<file path="src/pkg/quad_decoder_pkg.sv">
// constants, types and helpers for the two-channel quadrature decoder
// Contract
// - channel two up-wrap sets status bit 7
// - channel two down-wrap sets status bit 6
// - channel one up-wrap sets status bit 3
// - channel one down-wrap sets status bit 2
// - wrap flags read-only, cleared by status read
// - status bits 5 and 1 read zero
// - write one bit 4 zeroes channel two
// - write one bit 0 zeroes channel one
// - config bits 7:6 pick channel two inputs
// - select changes never cause a count step
// - config bits 3:2 pick channel one inputs
// - config bits 5:4 ignored on write
// - config bits 1:0 give interrupt level
// - count registers return present counter values
// - interrupt rises with flags, status read clears
// - inputs filtered, pulses under two ticks rejected
// - sampling and counting advance only on tick
package quad_decoder_pkg;

  localparam int ADDR_W = 12;                       // word index times four fits in 12 bits

  // register indices; byte address is four times the index
  localparam logic [7:0] STATUS_IDX = 8'h90;
  localparam logic [7:0] CONFIG_IDX = 8'h91;
  localparam logic [7:0] COUNT1_IDX = 8'h94;
  localparam logic [7:0] COUNT2_IDX = 8'h96;

  // status/control bit positions
  localparam int ST_C2_UP  = 7;
  localparam int ST_C2_DN  = 6;
  localparam int ST_C2_CLR = 4;
  localparam int ST_C1_UP  = 3;
  localparam int ST_C1_DN  = 2;
  localparam int ST_C1_CLR = 0;

  // configuration field layout
  localparam int         CFG_C2_LSB   = 6;
  localparam int         CFG_C1_LSB   = 2;
  localparam logic [7:0] CFG_WR_MASK  = 8'hcf;      // bits 5:4 are dropped on write
  localparam logic [7:0] CFG_RESET    = 8'h00;
  localparam logic [7:0] COUNT_RESET  = 8'h00;
  localparam logic [1:0] SEL_HIGH     = 2'h3;       // 10 low pair, 11 high pair, 0x off

  // port bit holding Q of each pair; I sits one bit above
  localparam int C1_LOW_Q  = 0;
  localparam int C1_HIGH_Q = 4;
  localparam int C2_LOW_Q  = 2;
  localparam int C2_HIGH_Q = 6;

  localparam int FILT_TICKS = 2;                    // samples that must agree before a change

  localparam logic [1:0] STEP_NONE = 2'h0;
  localparam logic [1:0] STEP_UP   = 2'h1;
  localparam logic [1:0] STEP_DN   = 2'h2;

  // per-channel counter and its wrap flags
  typedef struct packed {
    logic [7:0] count;
    logic       wrap_up;
    logic       wrap_dn;
  } chan_s;

  // byte address of a register index
  function automatic logic [ADDR_W-1:0] byte_addr(input logic [7:0] idx);
    return {2'h0, idx, 2'h0};
  endfunction

  // one quadrature step from previous to present {i,q}; double changes give none
  function automatic logic [1:0] quad_step(input logic [1:0] prev, input logic [1:0] cur);
    logic [1:0] r;
    r = STEP_NONE;
    unique case ({prev, cur})
      4'b0010, 4'b1011, 4'b1101, 4'b0100: r = STEP_UP;   // i leads q
      4'b0001, 4'b0111, 4'b1110, 4'b1000: r = STEP_DN;   // q leads i
      default:                            r = STEP_NONE;
    endcase
    return r;
  endfunction

endpackage

</file>
<file path="src/hw/dual_quadrature_decoder.sv">
// two-channel quadrature decoder with wishbone register access
//
// The Wishbone interface to the registers was decided locally.
`timescale 1ns/1ps
module dual_quadrature_decoder
  import quad_decoder_pkg::*;
  #(
    parameter int FILT_LEN = FILT_TICKS                // filter depth in sample ticks
  )
  (
    input  wire logic              clk_i,
    input  wire logic              rst_i,
    input  wire logic              wb_cyc_i,
    input  wire logic              wb_stb_i,
    input  wire logic              wb_we_i,
    input  wire logic [ADDR_W-1:0] wb_adr_i,
    input  wire logic [31:0]       wb_dat_i,
    input  wire logic [3:0]        wb_sel_i,
    output logic      [31:0]       wb_dat_o,
    output logic                   wb_ack_o,
    input  wire logic [7:0]        port_i,
    input  wire logic              decoder_sample_tick_i,
    output logic                   irq_o,
    output logic      [1:0]        irq_level_o
  );

  // pin synchroniser; first stage feeds only the second
  logic [7:0] sync1_reg;                              // first stage
  logic [7:0] sync2_reg;                              // safe copy of the port

  // filter history and filtered port value
  logic [7:0] hist_reg  [FILT_LEN];
  logic [7:0] hist_next [FILT_LEN];
  logic [7:0] filt_reg;
  logic [7:0] filt_next;

  // channel state
  chan_s      chan_reg      [2];
  chan_s      chan_next     [2];
  logic [1:0] prev_reg      [2];                      // last sampled {i,q}
  logic [1:0] prev_next     [2];
  logic [1:0] seen_reg      [2];                      // select value at last tick
  logic [1:0] seen_next     [2];

  // software registers and bus answer
  logic [7:0]  cfg_reg;
  logic [7:0]  cfg_next;
  logic        ack_reg;
  logic        ack_next;
  logic [31:0] dat_reg;
  logic [31:0] dat_next;
  logic        irq_reg;
  logic        irq_next;
  logic [1:0]  lvl_reg;
  logic [1:0]  lvl_next;

  // decoded bus terms
  logic       req;                                    // request taken this edge
  logic       wr_lane;                                // write with low byte enabled
  logic       status_rd;                              // read of status, clears flags
  logic [1:0] clr;                                    // counter reset strobes
  logic [1:0] sel      [2];                           // select field per channel
  logic [1:0] cur      [2];                           // present filtered {i,q}
  logic [1:0] step     [2];
  logic [1:0] set_up;
  logic [1:0] set_dn;
  logic [7:0] rd_byte;

  // pick {i,q} of a pair from the filtered port
  function automatic logic [1:0] pick(input logic [7:0] f, input logic [1:0] s,
                                      input int lo_q, input int hi_q);
    logic [1:0] r;
    r = (s == SEL_HIGH) ? {f[hi_q+1], f[hi_q]} : {f[lo_q+1], f[lo_q]};
    return r;
  endfunction

  // wishbone decode; single-cycle answer so a held request is taken once
  // the ack gate costs a dead cycle between requests, but a held strobe never clears flags twice
  always_comb
  begin
    req       = wb_cyc_i && wb_stb_i && !ack_reg;
    wr_lane   = req && wb_we_i && wb_sel_i[0];
    status_rd = req && !wb_we_i && (wb_adr_i == byte_addr(STATUS_IDX));
    clr[0]    = wr_lane && (wb_adr_i == byte_addr(STATUS_IDX)) && wb_dat_i[ST_C1_CLR];
    clr[1]    = wr_lane && (wb_adr_i == byte_addr(STATUS_IDX)) && wb_dat_i[ST_C2_CLR];
  end

  // input filter: a bit changes only after FILT_LEN agreeing tick samples
  // a deeper filter rejects wider glitches, at the price of more ticks of count latency
  always_comb
  begin
    logic all1;
    logic all0;
    all1      = 1'b0;
    all0      = 1'b0;
    hist_next = hist_reg;
    filt_next = filt_reg;
    if (decoder_sample_tick_i)
    begin
      hist_next[0] = sync2_reg;
      for (int k = 1; k < FILT_LEN; k++)
        hist_next[k] = hist_reg[k-1];
      for (int b = 0; b < 8; b++)
      begin
        all1 = 1'b1;
        all0 = 1'b1;
        for (int k = 0; k < FILT_LEN; k++)
        begin
          all1 = all1 & hist_next[k][b];
          all0 = all0 & ~hist_next[k][b];
        end
        if (all1)
          filt_next[b] = 1'b1;
        else if (all0)
          filt_next[b] = 1'b0;
      end
    end
  end

  // channel counters, wrap flags and select tracking
  // a disabled channel still follows its low pair, so its phase memory never goes stale
  always_comb
  begin
    sel[0] = cfg_reg[CFG_C1_LSB+1:CFG_C1_LSB];
    sel[1] = cfg_reg[CFG_C2_LSB+1:CFG_C2_LSB];
    cur[0] = pick(filt_reg, sel[0], C1_LOW_Q, C1_HIGH_Q);
    cur[1] = pick(filt_reg, sel[1], C2_LOW_Q, C2_HIGH_Q);
    for (int c = 0; c < 2; c++)
    begin
      chan_next[c] = chan_reg[c];
      prev_next[c] = prev_reg[c];
      seen_next[c] = seen_reg[c];
      step[c]      = STEP_NONE;
      // a select that changed since the last tick only resyncs the phase
      if (decoder_sample_tick_i)
      begin
        if (sel[c][1] && (sel[c] == seen_reg[c]))
          step[c] = quad_step(prev_reg[c], cur[c]);
        prev_next[c] = cur[c];
        seen_next[c] = sel[c];
      end
      set_up[c] = !clr[c] && (step[c] == STEP_UP) && (chan_reg[c].count == 8'hff);
      set_dn[c] = !clr[c] && (step[c] == STEP_DN) && (chan_reg[c].count == 8'h00);
      if (clr[c])
        chan_next[c].count = COUNT_RESET;
      else if (step[c] == STEP_UP)
        chan_next[c].count = chan_reg[c].count + 8'h01;
      else if (step[c] == STEP_DN)
        chan_next[c].count = chan_reg[c].count - 8'h01;
      // set beats a clearing read in the same cycle
      chan_next[c].wrap_up = set_up[c] | (chan_reg[c].wrap_up & ~status_rd);
      chan_next[c].wrap_dn = set_dn[c] | (chan_reg[c].wrap_dn & ~status_rd);
    end
  end

  // register writes, read mux and interrupt
  // read data is registered so that it stands for as long as the acknowledge does
  always_comb
  begin
    cfg_next = cfg_reg;
    if (wr_lane && (wb_adr_i == byte_addr(CONFIG_IDX)))
      cfg_next = wb_dat_i[7:0] & CFG_WR_MASK;
    rd_byte = 8'h00;                                                             // unmapped reads zero
    if (wb_adr_i == byte_addr(STATUS_IDX))
    begin
      rd_byte           = 8'h00;
      rd_byte[ST_C2_UP] = chan_reg[1].wrap_up;
      rd_byte[ST_C2_DN] = chan_reg[1].wrap_dn;
      rd_byte[ST_C1_UP] = chan_reg[0].wrap_up;
      rd_byte[ST_C1_DN] = chan_reg[0].wrap_dn;
    end
    else if (wb_adr_i == byte_addr(CONFIG_IDX))
      rd_byte = cfg_reg;
    else if (wb_adr_i == byte_addr(COUNT1_IDX))
      rd_byte = chan_reg[0].count;
    else if (wb_adr_i == byte_addr(COUNT2_IDX))
      rd_byte = chan_reg[1].count;
    ack_next = req;
    dat_next = (req && !wb_we_i) ? {24'h000000, rd_byte} : dat_reg;
    lvl_next = cfg_next[1:0];
    // level stays up while any flag stands and a priority is chosen
    irq_next = (lvl_next != 2'h0) &&
               (chan_next[0].wrap_up | chan_next[0].wrap_dn |
                chan_next[1].wrap_up | chan_next[1].wrap_dn);
  end

  // state registers
  // every top-level output is taken straight from one of these flip-flops
  always_ff @(posedge clk_i)
  begin
    if (rst_i)
    begin
      // counters, flags and configuration start cleared, both channels off
      sync1_reg <= 8'h00;
      sync2_reg <= 8'h00;
      filt_reg  <= 8'h00;
      for (int k = 0; k < FILT_LEN; k++)
        hist_reg[k] <= 8'h00;
      for (int c = 0; c < 2; c++)
      begin
        chan_reg[c] <= '{count: COUNT_RESET, wrap_up: 1'b0, wrap_dn: 1'b0};
        prev_reg[c] <= 2'h0;
        seen_reg[c] <= 2'h0;
      end
      cfg_reg <= CFG_RESET;
      ack_reg <= 1'b0;
      dat_reg <= 32'h00000000;
      irq_reg <= 1'b0;
      lvl_reg <= 2'h0;
    end
    else
    begin
      sync1_reg <= port_i;
      sync2_reg <= sync1_reg;
      filt_reg  <= filt_next;
      hist_reg  <= hist_next;
      chan_reg  <= chan_next;
      prev_reg  <= prev_next;
      seen_reg  <= seen_next;
      cfg_reg   <= cfg_next;
      ack_reg   <= ack_next;
      dat_reg   <= dat_next;
      irq_reg   <= irq_next;
      lvl_reg   <= lvl_next;
    end
  end

  assign wb_ack_o    = ack_reg;
  assign wb_dat_o    = dat_reg;
  assign irq_o       = irq_reg;
  assign irq_level_o = lvl_reg;
endmodule // dual_quadrature_decoder

</file>
<file path="config.mk">
export PLATFORM = sky130hd
export DESIGN_NAME = dual_quadrature_decoder
export DESIGN_NICKNAME = d
export VERILOG_FILES = /design/src/pkg/quad_decoder_pkg.sv /design/src/hw/dual_quadrature_decoder.sv
export SDC_FILE = /design/constraint.sdc
export NUM_CORES = 1
export LEC_CHECK = 0
export BUFFER_PORTS_ARGS = -buffer_cell sky130_fd_sc_hd__buf_4
export CORE_MARGIN = 2
export CORE_UTILIZATION = 58
export DETAILED_ROUTE_END_ITERATION = 7
export PLACE_DENSITY_LB_ADDON = 0.15
export SLEW_MARGIN = 25
export SYNTH_ARGS = -nofsm -noshare
export SYNTH_HDL_FRONTEND = slang
export SYNTH_SLANG_ARGS = --single-unit
</file>
<file path="constraint.sdc">
create_clock -name clk_i -period 7.8 [get_ports clk_i]
set_input_delay 1.17 -clock clk_i [delete_from_list [all_inputs] [get_ports clk_i]]
set_output_delay 1.17 -clock clk_i [all_outputs]
set_load 0.05 [all_outputs]
</file>
==> parameters.txt <==
Parameter                              Value

Run status
  Run status    finished clean

STA
  Total Negative Setup Slacks    0 ns
  Highest achievable clock rate    272 MHz
  Transition time at the pin with the least slew margin    0.769 ns
  Share of the cycle needed by the critical path after routing    0.471
  Final critical delay including setup and external delays    3.67 ns
  Setup-failing EPs final    0
  Worst clock skew    0.00614 ns
  Total count of hold-check failures in the final report    0
  Max-slew violations    0
  Unrepaired setup endpoints after global routing    no
  PnR worst setup slack    4.13 ns
  Slew margin rel.    0.485

CTS
  Post-CTS Setup Repair Bufs    0
  H-tree depth    3
  CTS sink count    76
  CTS tree    done
  Number of CTS-inserted buffers    9
  Clock root buffer master    clkbuf_8
  Post-CTS resize count    0
  Post-CTS clock slew at the launch and capture registers of the worst setup and hold paths    0.08 ns
  Longest Clk Path Bufs    2
  Post-cts hold buffer count    0
  Clock latency of the later-clocked register in the worst-skew pair    0.34 ns

Cells and area
  Fraction of layout instances using a drive strength above 1    0.148
  Number of nets in the finished design    558
  Fillcell total    569
  Post-layout instance area    0.00450 mm2
  Number of antenna cells inserted    0
  Flip-flop count of the largest register after layout    20
  Area grow syn2layout    11.9%

Die
  Overall die area    0.00761 mm2
  Standard cell core area    0.00676 mm2
  Total I/O pin count    98
  # rows    30
  Overall die width    87.2 um
  Height of the die    87.2 um
  Initial core utilization    0.595

Setup path
  Worst r2r dst    chan_reg[19]
  Maximum fanout along the worst path    30
  Worst setup EP type    flip-flop
  Worst Setup Path Type    input port to flip-flop
  Required arrival time at the worst endpoint    8.08 ns
  Kind of start point of the critical path    input port
  Flop-to-flop setup slack    4.47 ns
  Depth of the worst register-to-register path    13
  Beginning of the worst register-to-register path    cfg_reg[2]
  Worst Path Arrival    3.95 ns

Synth
  Post-Syn Area    0.00402 mm2
  Total of flip-flops plus latches after synthesis    76
  Post-synth cell types    53
  Mean post-synth cell area    9.26 um2
  Sequential share of the synthesized area    0.379
  Post-synthesis cell type with the largest combined area    dfxtp_1
  Area contributors post-synth    dfxtp_1, mux2i_1, ha_1, nor2_1, buf_4
  Most instantiated flip-flop cell in the synthesis netlist    dfxtp_1
  Share of flip-flops with an asynchronous set or reset after synthesis    0
  Area fraction of the dominant cell type after synthesis    0.379
  Synth Instances    434
  Warnings from Yosys    0
  Number of synthesized flops with an enable pin    0

Pwr
  Net switching component of the power    203 uW
  Share of power burned in registers    0.497
  Switching Fraction    0.253
  Clk pwr share    0.401
  Gate power share    0.102
  Final Total Pwr    803 uW
  Total power density per cell area    179 mW/mm2
  P_leak    0.00202 uW
  Cell Int Power    600 uW
  Maximum VDD drop    0.000103 V

Global route
  Number of antenna violations at the first check in global routing    0
  Total congestion overflow after global routing    0
  Global-route usage over all layers    0.213
  Number of global-route vias before repair    2,752
  Maximum number of pins on one net before global-route repair    63
  First-pass GRT wire length    12,700 um

Detailed routing
  Detailed Route Iter0 Violations    112
  Number of routed nets with antenna violations    0
  Total routed wirelength    7800 um
  Drt drc    0
  Count of vias placed by the detailed router    3,069
  Average routed wire per standard cell    14.1 um
  Drt pass-1 iters    4
  Post-detailed-route via-to-cell ratio    5.54

Hold path
  Type of the tightest min-delay check    flip-flop to flip-flop
  Number of instances on the worst hold path    1
  Worst Min Path Start    sync1_reg[2]
  Worst Hold Endpoint    sync2_reg[2]

Placement
  HPWL Detailed    5730 um
  Worst setup timing slack at the placement stage    3.78 ns
  Final estimated routing congestion in global placement    0.865
  Number of port buffers    45
  Post-detailed-placement cell area    0.00428 mm2

Run
  Max-cap viol count    0
==> logic make-up after synthesis <==
| group | Yosys count | synth area share |
|---|---|---|
| muxes | 34 | 0.0847 |
| other | 1 | 0.000933 |
| xor gates and xnor gates | 22 | 0.0480 |
| adders and majority gates | 26 | 0.0847 |
| DFF | 76 | 0.379 |
| AOI/OAI and AO/OA | 57 | 0.103 |
| buffers and inverters | 52 | 0.0729 |
| and+or+nand+nor | 166 | 0.227 |
==> per-layer routing <==
metal / GRT usage / vias to the layer above / wire length [um]
met5: 0 / - / 0
met2: 0.334 / 60 / 3750
met1: 0.286 / 1454 / 3530
met4: 0.110 / 0 / 227
li1: - / 1538 / -
met3: 0.0313 / 17 / 289
==> critical path, stage by stage <==
cell and delay [ns]:
buf_4 0.31, and4_1 0.28, nand3_1 0.10, inv_1 0.08
ha_1 0.22, inv_1 0.16, ha_1 0.30, a21oi_1 0.20
o211ai_1 0.16, o41ai_1 0.36, xnor2_1 0.12, or3_1 0.32
a21oi_1 0.14
==> synth_stat cells (all sizes together), types with 4 or more instances <==
library cell	number
inv	9
xor2	7
nand2	9
a221oi	8
buf	28
nor2	71
ha	24
nand3	12
nor2b	31
a21oi	16
xnor2	15
clkbuf	15
nor3	10
o21ai	5
mux2i	34
a211oi	4
nand3b	5
dfxtp	76
nor4	6
==> layout make-up <==
class,instances,area (um2),area share
Timing Repair Buffer,45,338,0.0751
Tap cell,80,100,0.0223
Clock buffer,9,124,0.0276
Sequential cell,76,1520,0.338
Multi-Input combinational cell,329,2290,0.509
Clock inverter,6,88.8,0.0198
Inverter,9,33.8,0.00751
==> power by group through the flow <==
stage          logic, uW  registers (uW)  clock network, uW
6_report            81.7             400                322
5_1_grt             87.4             400                344
4_1_cts             81.7             400                328
3_5_place_dp        81.6             409                  0
3_3_place_gp        80.2             408                  0
2_1_floorplan       62.9             415                  0
==> through the flow <==
step           utilization  instances  hold WS, ns
2_1_floorplan            -        457        0.414
4_1_cts              0.665        554        0.444
3_3_place_gp         0.634        539        0.417
5_1_grt              0.665        554        0.458
3_5_place_dp         0.634        539        0.425
6_report             0.665        554        0.439
==> cells in the final DEF, fill, tap and decap left out, types with 4 or more instances in the layout <==
cell / Yosys / layout
nand3_1: 11 / 11
buf_4: 26 / 45
nand3b_1: 5 / 5
mux2i_1: 34 / 34
ha_1: 24 / 24
a21oi_1: 16 / 16
a221oi_1: 8 / 8
nand2_1: 9 / 9
clkbuf_8: 0 / 9
a211oi_1: 4 / 4
nor2_1: 71 / 71
xor2_1: 7 / 7
dfxtp_1: 76 / 76
nor2b_1: 31 / 31
nor4_1: 4 / 4
nor3_1: 10 / 10
inv_1: 9 / 9
xnor2_1: 15 / 15
conb_1: 1 / 24
==> worst max path at each step <==
| stage | to | start | slack [ns] | cells past startpoint |
|---|---|---|---|---|
| after floorplan | chan_reg[9] | decoder_sample_tick_i | 4.30 | 13 |
| after global placement | chan_reg[19] | decoder_sample_tick_i | 3.86 | 13 |
| after detailed placement | chan_reg[19] | decoder_sample_tick_i | 3.78 | 13 |
| after CTS | chan_reg[19] | decoder_sample_tick_i | 4.13 | 13 |
| after global routing | chan_reg[19] | decoder_sample_tick_i | 3.82 | 13 |
| final | chan_reg[19] | decoder_sample_tick_i | 4.13 | 13 |
No activity file was read; power rests on OpenSTA's default activity.
